### src/uvp_pkg.sv
// Purpose: Shared constants for the undervoltage protection and system setup register bank.
// Assumes: 16-bit registers reached over a simple decoded write/read command port.
// Notes:   Field positions, offsets, reset values and timing counts live here only.
package uvp_pkg;
   localparam logic [7:0]  UVP_OFS_SYS_SETUP   = 8'h44;
   localparam logic [7:0]  UVP_OFS_REG_FUNC    = 8'h45;
   localparam logic [15:0] UVP_RST_SYS_SETUP   = 16'h0000;
   localparam logic [15:0] UVP_RST_REG_FUNC    = 16'h0000;
   // Writable bit masks; bit 5 of system setup and bit 15 of function select read zero.
   localparam logic [15:0] UVP_WMASK_SYS_SETUP = 16'hffdf;
   localparam logic [15:0] UVP_WMASK_REG_FUNC  = 16'h7fff;
   // System setup field positions.
   localparam int UVP_THR_HI       = 15;
   localparam int UVP_THR_LO       = 12;
   localparam int UVP_DIG_EN_BIT   = 11;
   localparam int UVP_OC_MASK_BIT  = 10;
   localparam int UVP_ANA_DIS_BIT  = 9;
   localparam int UVP_FILT_HI      = 8;
   localparam int UVP_FILT_LO      = 7;
   localparam int UVP_AC_START_BIT = 6;
   localparam int UVP_PH_RES_BIT   = 4;
   localparam int UVP_TOT_RES_BIT  = 3;
   localparam int UVP_GAIN_HI      = 2;
   localparam int UVP_GAIN_LO      = 0;
   // Function select field positions.
   localparam int UVP_TEMP_LATCH_BIT = 14;
   localparam int UVP_SHED_WAIT_BIT  = 13;
   localparam int UVP_PH_SRC_BIT     = 12;
   // Threshold scale in millivolts per step.
   localparam int UVP_THR_MV_PER_LSB = 32;
   // Overcurrent filter times and their cycle counts at 200 MHz.
   localparam int UVP_CLK_MHZ  = 200;
   localparam int UVP_FILT0_NS = 800;
   localparam int UVP_FILT1_NS = 1000;
   localparam int UVP_FILT2_NS = 1200;
   localparam logic [7:0] UVP_FILT0_CYC = 8'((UVP_FILT0_NS * UVP_CLK_MHZ + 999) / 1000);
   localparam logic [7:0] UVP_FILT1_CYC = 8'((UVP_FILT1_NS * UVP_CLK_MHZ + 999) / 1000);
   localparam logic [7:0] UVP_FILT2_CYC = 8'((UVP_FILT2_NS * UVP_CLK_MHZ + 999) / 1000);
   localparam logic [1:0] UVP_FILT_FORCE = 2'h3;
   // Phase-shedding start sequencer states.
   typedef enum logic [1:0] {UVP_SH_IDLE, UVP_SH_WAIT_VID, UVP_SH_ACTIVE} uvp_shed_t;
endpackage

### src/uvp_sys_regs.sv
// Purpose: System setup and regulator function select registers with the logic they steer.
// Assumes: Host accesses arrive decoded as address, write strobe and read strobe on clk.
// Notes:   Pins from outside the domain pass two flip-flops before use.
// Functional notes
// - Bits 15:12 of system setup set the digital undervoltage threshold at 32 mV per step.
// - Digital undervoltage detection works only while bit 11 is one.
// - With bit 10 set, analog undervoltage detection is blocked while the overcurrent flag is high.
// - Bit 9 set disables analog undervoltage protection; clear enables it.
// - Digital undervoltage trips only when the filtered overcurrent flag and the low voltage coincide.
// - The overcurrent filter lasts 800, 1000 or 1200 ns by code; code 11 forces the flag high.
// - Bit 6 set starts the AC droop loop at soft start; clear starts it after power-on setup.
// - Bit 5 of system setup ignores writes and reads zero.
// - Bit 4 set halves per-phase current resolution, doubling range.
// - Bit 3 set halves total current resolution for telemetry, protection and shedding levels.
// - Bits 2:0 store the sense-gain indicator code for host tools.
// - Bit 14 of function select chooses hiccup when zero and latch-off when one on thermal fault.
// - In the middle power state with bit 13 set, shedding waits for the voltage-ID pin to leave high-Z.
// - Bit 12 picks phase count from a register or grounded sense pins sampled only at power-on setup.
module uvp_sys_regs
   import uvp_pkg::*;
#(
   parameter int PHASES = 6
)
(
   input  wire logic              clk,
   input  wire logic              rst,
   input  wire logic [7:0]        reg_addr,
   input  wire logic              reg_wr,
   input  wire logic              reg_rd,
   input  wire logic [15:0]       reg_wdata,
   output logic      [15:0]       reg_rdata,
   output logic                   reg_rvalid,
   output logic                   reg_err,
   input  wire logic [3:0]        vout_mv_code,
   input  wire logic              analog_uv_raw,
   input  wire logic              oc_raw,
   input  wire logic              por_done,
   input  wire logic              soft_start_begin,
   input  wire logic              soft_start_done,
   input  wire logic              power_state_middle,
   input  wire logic              vid_high_z_pin,
   input  wire logic [PHASES-1:0] cs_grounded_pin,
   input  wire logic [3:0]        reg_phase_count,
   input  wire logic              thermal_fault,
   output logic [9:0]             digital_undervolt_threshold_mv,
   output logic                   output_undervolt_protection,
   output logic                   analog_uv_trip,
   output logic                   ac_droop_active,
   output logic                   phase_half_res,
   output logic                   total_half_res,
   output logic [2:0]             sense_gain_indicator,
   output logic                   thermal_latch_mode,
   output logic                   thermal_shutdown,
   output logic                   automatic_phase_shedding,
   output logic [3:0]             active_phase_count
);
   logic [15:0] sys_ff;
   logic [15:0] func_ff;
   logic        hit_sys;
   logic        hit_func;
   logic        oc_filt;
   logic        dig_uv;
   logic [1:0]  vid_sync_ff;
   logic [1:0]  cs_sync_ff [PHASES];
   logic [PHASES-1:0] cs_s;
   logic [3:0]  pin_count;
   logic [3:0]  pin_count_ff;
   logic        por_seen_ff;
   logic        vid_seen_ff;
   logic        ac_ff;
   logic        tlatch_ff;
   logic [15:0] nxt_rdata;
   uvp_shed_t   shed_ff;
   uvp_shed_t   nxt_shed;

   // Address decode.
   assign hit_sys  = (reg_addr == UVP_OFS_SYS_SETUP);
   assign hit_func = (reg_addr == UVP_OFS_REG_FUNC);

   // Writes keep reserved bits at zero through the write masks.
   always_ff @(posedge clk or posedge rst) begin
      if (rst) begin
         sys_ff  <= UVP_RST_SYS_SETUP;
         func_ff <= UVP_RST_REG_FUNC;
      end else begin
         if (reg_wr && hit_sys)
            sys_ff <= reg_wdata & UVP_WMASK_SYS_SETUP;
         if (reg_wr && hit_func)
            func_ff <= reg_wdata & UVP_WMASK_REG_FUNC;
      end
   end

   // Read data; unmapped addresses read zero and flag an error.
   assign nxt_rdata = hit_sys  ? (sys_ff & UVP_WMASK_SYS_SETUP) :
                      hit_func ? (func_ff & UVP_WMASK_REG_FUNC) : 16'h0000;
   always_ff @(posedge clk or posedge rst) begin
      if (rst) begin
         reg_rdata  <= 16'h0000;
         reg_rvalid <= 1'b0;
         reg_err    <= 1'b0;
      end else begin
         reg_rdata  <= reg_rd ? nxt_rdata : reg_rdata;
         reg_rvalid <= reg_rd;
         reg_err    <= (reg_rd || reg_wr) && !hit_sys && !hit_func;
      end
   end

   // Overcurrent deglitch filter.
   uvp_oc_filter u_filt (
      .clk         (clk),
      .rst         (rst),
      .oc_raw      (oc_raw),
      .time_sel    (sys_ff[UVP_FILT_HI:UVP_FILT_LO]),
      .oc_filtered (oc_filt)
   );

   // Threshold in millivolts, and the digital detector gated by its enable.
   assign digital_undervolt_threshold_mv =
      10'(sys_ff[UVP_THR_HI:UVP_THR_LO] * UVP_THR_MV_PER_LSB);
   assign dig_uv = (vout_mv_code < sys_ff[UVP_THR_HI:UVP_THR_LO]);
   assign output_undervolt_protection =
      sys_ff[UVP_DIG_EN_BIT] && dig_uv && oc_filt;
   // Analog path: the disable bit wins, then optional masking by overcurrent.
   assign analog_uv_trip = analog_uv_raw && !sys_ff[UVP_ANA_DIS_BIT]
                           && !(sys_ff[UVP_OC_MASK_BIT] && oc_raw);

   // Plain configuration outputs.
   assign phase_half_res       = sys_ff[UVP_PH_RES_BIT];
   assign total_half_res       = sys_ff[UVP_TOT_RES_BIT];
   assign sense_gain_indicator = sys_ff[UVP_GAIN_HI:UVP_GAIN_LO];
   assign thermal_latch_mode   = func_ff[UVP_TEMP_LATCH_BIT];

   // Pin synchronisers; only the second stage is read.
   // The voltage-ID stages reset to the high-Z level, so leaving reset never fakes a first exit.
   always_ff @(posedge clk or posedge rst) begin
      if (rst)
         vid_sync_ff <= 2'h3;
      else
         vid_sync_ff <= {vid_sync_ff[0], vid_high_z_pin};
   end
   genvar gi;
   generate
      for (gi = 0; gi < PHASES; gi++) begin : g_cs
         always_ff @(posedge clk or posedge rst) begin
            if (rst)
               cs_sync_ff[gi] <= 2'h0;
            else
               cs_sync_ff[gi] <= {cs_sync_ff[gi][0], cs_grounded_pin[gi]};
         end
         assign cs_s[gi] = cs_sync_ff[gi][1];
      end
   endgenerate

   // Count phases up to the first grounded sense pin.
   always_comb begin
      pin_count = 4'(PHASES);
      for (int i = PHASES - 1; i >= 0; i--) begin
         if (cs_s[i])
            pin_count = 4'(i);
      end
   end

   // Pin count is caught once, at power-on setup completion; later pin changes are ignored.
   always_ff @(posedge clk or posedge rst) begin
      if (rst) begin
         pin_count_ff <= 4'h0;
         por_seen_ff  <= 1'b0;
      end else if (por_done && !por_seen_ff) begin
         pin_count_ff <= pin_count;
         por_seen_ff  <= 1'b1;
      end
   end
   assign active_phase_count = func_ff[UVP_PH_SRC_BIT] ? pin_count_ff : reg_phase_count;

   // AC droop start, held once started.
   always_ff @(posedge clk or posedge rst) begin
      if (rst)
         ac_ff <= 1'b0;
      else if (sys_ff[UVP_AC_START_BIT] ? soft_start_begin : por_done)
         ac_ff <= 1'b1;
   end
   assign ac_droop_active = ac_ff;

   // Thermal response: latch holds until reset, hiccup follows the fault.
   always_ff @(posedge clk or posedge rst) begin
      if (rst)
         tlatch_ff <= 1'b0;
      else if (thermal_fault && func_ff[UVP_TEMP_LATCH_BIT])
         tlatch_ff <= 1'b1;
   end
   assign thermal_shutdown = tlatch_ff || thermal_fault;

   // Record the first exit of the voltage-ID pin from high impedance.
   always_ff @(posedge clk or posedge rst) begin
      if (rst)
         vid_seen_ff <= 1'b0;
      else if (!vid_sync_ff[1])
         vid_seen_ff <= 1'b1;
   end

   // Shedding start sequencer.
   always_comb begin
      nxt_shed = shed_ff;
      unique case (shed_ff)
         UVP_SH_IDLE:
            if (soft_start_done)
               nxt_shed = (power_state_middle && func_ff[UVP_SHED_WAIT_BIT] && !vid_seen_ff)
                          ? UVP_SH_WAIT_VID : UVP_SH_ACTIVE;
         UVP_SH_WAIT_VID:
            if (vid_seen_ff)
               nxt_shed = UVP_SH_ACTIVE;
         UVP_SH_ACTIVE:
            nxt_shed = UVP_SH_ACTIVE;
      endcase
   end
   always_ff @(posedge clk or posedge rst) begin
      if (rst)
         shed_ff <= UVP_SH_IDLE;
      else
         shed_ff <= nxt_shed;
   end
   assign automatic_phase_shedding = (shed_ff == UVP_SH_ACTIVE);

   chk_reserved_bit_zero: assert property (@(posedge clk) disable iff (rst)
      reg_rvalid && $past(hit_sys) |-> reg_rdata[5] == 1'b0)
      else $error("reserved bit 5 read nonzero");
   chk_func_top_zero: assert property (@(posedge clk) disable iff (rst)
      reg_rvalid && $past(hit_func) |-> reg_rdata[15] == 1'b0)
      else $error("bit 15 read nonzero");
   chk_digital_uv_gate: assert property (@(posedge clk) disable iff (rst)
      output_undervolt_protection |-> sys_ff[UVP_DIG_EN_BIT] && oc_filt && dig_uv)
      else $error("digital trip without cause");
   chk_dig_uv_and: assert property (@(posedge clk) disable iff (rst)
      sys_ff[UVP_DIG_EN_BIT] && dig_uv && oc_filt |-> output_undervolt_protection)
      else $error("digital trip missed");
   chk_analog_disable: assert property (@(posedge clk) disable iff (rst)
      sys_ff[UVP_ANA_DIS_BIT] |-> !analog_uv_trip)
      else $error("analog trip while disabled");
   chk_analog_mask: assert property (@(posedge clk) disable iff (rst)
      sys_ff[UVP_OC_MASK_BIT] && oc_raw |-> !analog_uv_trip)
      else $error("analog trip while masked");
   chk_threshold_scale: assert property (@(posedge clk) disable iff (rst)
      digital_undervolt_threshold_mv == 10'(sys_ff[UVP_THR_HI:UVP_THR_LO]) * 10'd32)
      else $error("threshold scale wrong");
   chk_shed_wait_vid: assert property (@(posedge clk) disable iff (rst)
      shed_ff == UVP_SH_WAIT_VID && !vid_seen_ff |=> !automatic_phase_shedding)
      else $error("shedding started before vid");
   chk_thermal_latch: assert property (@(posedge clk) disable iff (rst)
      thermal_fault && func_ff[UVP_TEMP_LATCH_BIT] |=> thermal_shutdown [*3])
      else $error("latch did not hold");
   cov_dig_trip: cover property (@(posedge clk) disable iff (rst) output_undervolt_protection);
   cov_shed_wait: cover property (@(posedge clk) disable iff (rst)
      shed_ff == UVP_SH_WAIT_VID ##1 shed_ff == UVP_SH_ACTIVE);
   cov_ac_start: cover property (@(posedge clk) disable iff (rst) $rose(ac_droop_active));
endmodule // uvp_sys_regs

### src/uvp_oc_filter.sv
// Purpose: Deglitch filter for the internal overcurrent flag.
// Assumes: The flag is synchronous to clk; the time select is a stable register field.
// Notes:   A restart on any drop of the flag gives a true minimum-high-time filter.
module uvp_oc_filter
   import uvp_pkg::*;
(
   input  wire logic       clk,
   input  wire logic       rst,
   input  wire logic       oc_raw,
   input  wire logic [1:0] time_sel,
   output logic            oc_filtered
);
   logic [7:0] cnt_ff;
   logic [7:0] nxt_cnt;
   logic [7:0] limit;
   logic       done;
   logic       filt_ff;

   // Target count for the selected time.
   assign limit = (time_sel == 2'h0) ? UVP_FILT0_CYC :
                  (time_sel == 2'h1) ? UVP_FILT1_CYC : UVP_FILT2_CYC;
   assign done    = (cnt_ff >= limit);
   assign nxt_cnt = !oc_raw ? 8'h00 : (done ? cnt_ff : cnt_ff + 8'h01);

   // The count saturates at the limit so a long fault cannot wrap it.
   always_ff @(posedge clk or posedge rst) begin
      if (rst) begin
         cnt_ff  <= 8'h00;
         filt_ff <= 1'b0;
      end else begin
         cnt_ff  <= nxt_cnt;
         filt_ff <= oc_raw && (nxt_cnt >= limit);
      end
   end

   // Code 11 forces the flag high regardless of the input.
   assign oc_filtered = (time_sel == UVP_FILT_FORCE) ? 1'b1 : filt_ff;

   chk_filter_min_high: assert property (@(posedge clk) disable iff (rst)
      (time_sel == 2'h0) && $rose(filt_ff) |-> $past(cnt_ff) >= (UVP_FILT0_CYC - 8'h01))
      else $error("filter released early");
endmodule // uvp_oc_filter

### config.mk
export PLATFORM = sky130hd
export DESIGN_NAME = uvp_sys_regs
export DESIGN_NICKNAME = d
export VERILOG_FILES = /design/src/uvp_pkg.sv /design/src/uvp_sys_regs.sv /design/src/uvp_oc_filter.sv
export SDC_FILE = /design/constraint.sdc
export NUM_CORES = 1
export LEC_CHECK = 0
export BUFFER_PORTS_ARGS = -buffer_cell sky130_fd_sc_hd__buf_4
export CORE_MARGIN = 5
export CORE_UTILIZATION = 45
export CTS_BUF_LIST = sky130_fd_sc_hd__clkbuf_8
export CTS_CLUSTER_SIZE = 24
export DETAILED_ROUTE_END_ITERATION = 8
export PLACE_DENSITY = 0.72
export SLEW_MARGIN = 25
export SYNTH_ARGS = -nofsm -noshare
export SYNTH_HDL_FRONTEND = slang
export SYNTH_SLANG_ARGS = --single-unit
### constraint.sdc
create_clock -name clk -period 2.7 [get_ports clk]
set_input_delay 0.54 -clock clk [delete_from_list [all_inputs] [get_ports clk]]
set_output_delay 0.54 -clock clk [all_outputs]
set_load 0.005 [all_outputs]
## After elaboration in Yosys (flattened, before gate mapping)

Cells that the tools add are included.

| word-level totals | value |
|---|---|
| flip-flop bits (word level) | 81 |
| output and inout bits | 43 |
| logic and storage cells | 76 |

| operators by class | value |
|---|---|
| $add $sub $neg | 1 |
| magnitude comparators | 3 |
| eq/ne operators | 8 |
| muxes and demuxes | 19 |
| reduce and logical (&&, ||, !) cells | 25 |

Operators by type and width:

| operator | number |
|---|---|
| $mux 4 | 6 |
| $mux 8 | 3 |
| $eq 8x7->1 const B | 2 |
| $ge 8x8->1 | 2 |
| $mux 16 | 1 |
| $mux 15 | 1 |
| $logic_and 1x1->1 | 14 |
| $add 8x1->8 const B | 1 |
| $mux 2 | 4 |
| $logic_not 1->1 | 6 |
| $mux 6 | 1 |
| $pmux 2 s3 | 1 |
| $eq 2x1->1 const B | 2 |
| $eq 2x2->1 const B | 2 |
| $logic_not 2->1 | 2 |
| $lt 4x4->1 | 1 |
| $ne 2x2->1 const B | 2 |
| $logic_or 1x1->1 | 2 |
| $mux 1 | 2 |
| $reduce_and 2->1 | 1 |

## Depth between registers and ports, before layout

| depth | value |
|---|---|
| word-level depth | 8 |
| mapped depth | 13 |
| gate-level depth less buffers | 13 |

## Modules after synthesis

Synthesis repeated with hierarchy kept, for this count alone.

| unflattened totals | value |
|---|---|
| cell total of the unflattened synthesis | 322 |
| area total of the unflattened synthesis | 3,898.7 um^2 |

By module, submodules not included:

| module | times used | cells each | area an instance (um^2) | seq. area each (um^2) |
|---|---|---|---|---|
| uvp_sys_regs | 1 | 247 | 3,163.0 | 1,779.2 |
| uvp_oc_filter | 1 | 75 | 735.7 | 225.2 |

## Worst setup path after synthesis

OpenSTA, ideal clock, no wires.

| path | value |
|---|---|
| path kind | reg-to-reg |
| start | register sys_ff[8] |
| end | register u_filt.filt_ff |
| data arrival time | 2,862 ps |
| required time | 2,596 ps |
| path slack | -266 ps |
| stages on the path, launching flop included | 12 |
| buffers on the path | 0 |
| cells stage by stage | dfrtp_1 > nor2b_1 > ha_1 > a211oi_2 > nor2_2 > nor4_1 > xnor2_1 > and2_1 > ha_1 > nand4_1 > or4_1 > a221oi_1 |

| on the way | value |
|---|---|
| longest elaborated chain between the ends | 8 |
| elaborated cells between the ends (all ways) | 9 |
| classes of those cells | 2 x order compare; 1 x eq/ne; 4 x mux; 2 x reduce/logical |

Ends and longest elaborated chain:

| what | RTL line | RTL |
|---|---|---|
| start, declared | uvp_sys_regs.sv:57 | `logic [15:0] sys_ff;` |
| start signal, assigned | uvp_sys_regs.sv:87 | `sys_ff <= reg_wdata & UVP_WMASK_SYS_SETUP;` |
| $eq 2x1->1 | uvp_oc_filter.sv:21 | `(time_sel == 2'h1) ? UVP_FILT1_CYC : UVP_FILT2_CYC;` |
| $mux 6 | uvp_oc_filter.sv:21 |  |
| $mux 8 * | uvp_oc_filter.sv:20 | `assign limit = (time_sel == 2'h0) ? UVP_FILT0_CYC :` |
| $ge 8x8->1 * | uvp_oc_filter.sv:22 | `assign done = (cnt_ff >= limit);` |
| $mux 8 * (2 in a row) | uvp_oc_filter.sv:23 | `assign nxt_cnt = !oc_raw ? 8'h00 : (done ? cnt_ff : cnt_ff + 8'h01);` |
| via u_filt.nxt_cnt[6] | uvp_oc_filter.sv:14 | `logic [7:0] nxt_cnt;` |
| $ge 8x8->1 * | uvp_oc_filter.sv:32 | `filt_ff <= oc_raw && (nxt_cnt >= limit);` |
| $logic_and 1x1->1 * | uvp_oc_filter.sv:32 |  |
| end signal, assigned | uvp_oc_filter.sv:32 |  |
| end, declared | uvp_oc_filter.sv:17 | `logic filt_ff;` |

The timed path passes the listed nets; every way through them passes the cells marked *.
A chain may end at the register's enable or synchronous reset.

## Worst setup path in the final report

Ends and elaborated chain as after synthesis.

==> impl_results.md <==
* Root buffer cell: clkbuf_8
* Number of synthesized flops with an enable pin at 0
* Cell Area, Synth at about 3700 um2
* Hold Crit Class: input port to async pin
* Cts hold-fix bufs at 0
* Setup WS post-layout at -0.2574 ns
* Clk slew on worst S/H paths at approximately 0.080 ns
* Sequential fraction of the synthesis area at a little over half
* Detailed Routing Iterations Pass 1 at 4
* Crit path time final at approximately 3.0 ns
* Clk Latency, worst-skew pair at between 0.3 and 0.4 ns
* PwrDens at 512.1 nW/um2
* Final WL at ~7900 um
* # IOs at slightly above 90
* DP Wirelength at 5726 um
* Largest area contributor in the netlist: dfrtp_1
* Remaining Overflow, GRT at 0
* Count of cell types in the netlist at 51
* Worst vdd ir at about 0.25 mV
* Critical path class: flip-flop to flip-flop
* F_max at 338.1 MHz
* Endpoint type of the worst setup path: flip-flop
* Core area at between 8000 and 9000 um2
* Max layer used: met4
* PortBufs at 86
* Setup slack, reg-to-reg at -0.26 ns
* Place WS at -0.1619 ns
* Pwr Total at 2.523 mW
* Total Routing Usage GR at 15.84%
* Post-route ant nets at 0
* Met2 wire length at roughly 3700 um
* H-Tree Depth at 3
* Post-Route M1 WL at 3521 um
* Main synth FF type: dfrtp_1
* DIE AREA at approximately 10000 um2
* Syn_area_per_cell at approximately 12 um2
* Largest net degree at the start of global routing at 81
* Final Hold Vio Count at 0
* Die extent in x at 100.7 um
* CTS Buf Count at 9
* Mean routed wirelength per cell at approximately 15 um
* Share of the synthesized area in the top cell type at a little over half
* Normalized max-slew margin at about three fifths
* Hold_ws at slightly below 0.3 ns
* Failing checks: negative setup slack
* Data arrival, critical path at about 3.2 ns
* Sinks on Clock Net at 80
* Proportion of layout cells with a drive suffix above 1 at ~45%
* Vias per cell at between 5 and 6
* CTS tree: yes
* Syn Inst Count at 305
* Startpoint Class: flip-flop
* Area contributors post-synth: dfrtp_1 (53%), mux2_2 (7.3%), ha_1 (5.4%), mux2i_1 (4.1%), inv_1 (3.2%)
* Flops & latches, synth at 80
* Drt drc at 0
* Worst Skew at 0.01016 ns
* Initial antenna violation count at 0
* Period Utilization, post-route at 109.5%
* Area Growth Syn to Fin at 33.00%
* Iteration-0 DRC Markers at 76
* Fin nets at 471
* First-pass GRT wire length at about 13000 um
* FP Rows at 33
* Status: complete, but fails checks
* Vias in the first global route at between 2000 and 3000
* Placer Congestion at roughly 0.87
* Yosys warns at 0
* CP max FO at 3
* Share of async-settable or async-resettable flops after synthesis at 100.0%
* Ant diodes at 0
* Tightest Pin Transition at around 0.6 ns
* Max_cap viols at 0
* P_leak at between 2 and 2.5 nW
* Met3 WL at 552 um
* Fin. max-slew vios at 0
* Vias after detailed routing at about 2600
* Clock buffer depth at 2
* Starting Density at between 40% and 50%
* Unrepaired setup endpoints after global routing: true
* Die H at slightly above 100 um
* Required @ worst endpoint at between 2 and 3 ns
* Final setup viols at 1
-- layout by cell type, fill, tap and decap left out, types with 5 or more instances in the layout --
master	instances
mux2_1	10
nand2_1	9
o22ai_1	16
o21ai_0	7
buf_4	104
ha_1	11
clkbuf_8	10
nor2b_1	5
ha_4	5
inv_1	31
nor2_1	6
dfrtp_1	77
mux2i_1	15
mux2_2	24
conb_1	6
-- cell families (layout without fill, tap and decap cells) --
group	count (synthesis)	after routing	share of synthesized area, %
compound gates	44	44	7.937
xor+xnor	5	5	1.182
fa+ha+maj	16	16	5.404
buf+inv	53	153	6.788
flops	80	80	54.10
mux	49	49	14.39
other cells	1	6	0.1012
simple gates	57	57	10.10
-- registers in the layout, indices dropped and copies added, names as in the netlist, 2 cells and up --
name,count
sys_ff,15
cs_s,6
u_filt.cnt_ff,8
func_ff,15
pin_count_ff,3
vid_sync_ff,2
reg_rdata,16
cs_sync_ff,6
shed_ff,2
-- path summary, 6_finish.rpt --
check                                    from             end  depth (start not counted)
max in group asynchronous                 rst       sys_ff[8]                          3
min in group clk           cs_grounded_pin[0]  cs_sync_ff[10]                          1
hold reg to reg                 cs_sync_ff[2]         cs_s[4]                          0
setup / recovery                    sys_ff[8]  u_filt.filt_ff                         12
setup reg to reg                    sys_ff[8]  u_filt.filt_ff                         12
hold / removal                            rst  cs_sync_ff[10]                          3
-- timing repair --
action,CTS,global route
gates resized for setup,5,15
hold endpoints to repair,0,0
pin swaps,2,12
endpoints found under the setup margin,1,1
buffers inserted,0,4
-- power breakdown --
| part | total, mW | internal, mW | leakage, nW | switching, mW |
|---|---|---|---|---|
| Sequential | 1.28 | 1.25 | 1.04 | 0.0315 |
| Clock | 0.982 | 0.549 | 0.113 | 0.433 |
| Combinational | 0.263 | 0.146 | 1.19 | 0.117 |
-- through the flow --
stage / cell area (um2) / util, % / instances / setup TNS, ns
finish: 4927 / 60.58 / 515 / -0.2574
CTS: 4803 / 59.05 / 511 / -0.1631
floorplan: 3770 / - / 310 / -0.008993
global placement: 4541 / 55.82 / 495 / -0.09090
detailed placement: 4541 / 55.82 / 495 / -0.1619
global route: 4927 / 60.58 / 515 / -0.4147
-- worst max-delay path, stage by stage, from the launching register on --
cell and delay, ns:
dfrtp_2 0.43, buf_4 0.16, nor2_4 0.14, ha_4 0.18, nand4_4 0.13, o211ai_1 0.34
nor3_2 0.10, xor2_1 0.15, and2_4 0.17, ha_4 0.27, nand4_1 0.12, or4_4 0.43
a221oi_2 0.25
-- synth_stat cells (2+ instances only) --
master and count:
clkbuf_1 3, nand2b_1 5, mux2i_1 15, a21oi_1 4
mux2_1 10, buf_1 2, xnor2_1 3, buf_4 13
and2_1 5, nand3_1 2, ha_1 16, xor2_1 2
inv_1 32, o21ai_1 2, or2_2 2, nand2_1 9
o22ai_1 16, mux2_2 24, nor3_1 2, a211oi_1 2
o21ai_0 8, buf_2 3, nor4_1 3, or4_1 2
nor2_1 8, nor2b_1 6, o31ai_1 2, nor2_2 2
a21boi_0 2, dfstp_2 2, dfrtp_1 78
-- per-layer routing --
layer / vias up / global-route usage [%]
met4: 0 / 4.352
met1: 1287 / 20.65
met3: 9 / 4.706
met5: - / 0
li1: 1235 / -
met2: 80 / 25.72
-- layout make-up --
class                           instances  area [um2]
Timing Repair Buffer                  105       800.8
Clock buffer                           10       137.6
Multi-Input combinational cell        177        1638
Tap cell                              105       131.4
Sequential cell                        80        2006
Inverter                               32       123.9
Fill cell                             664        3207
Clock inverter                          6       90.09
Power figures use the tool's default switching activity.
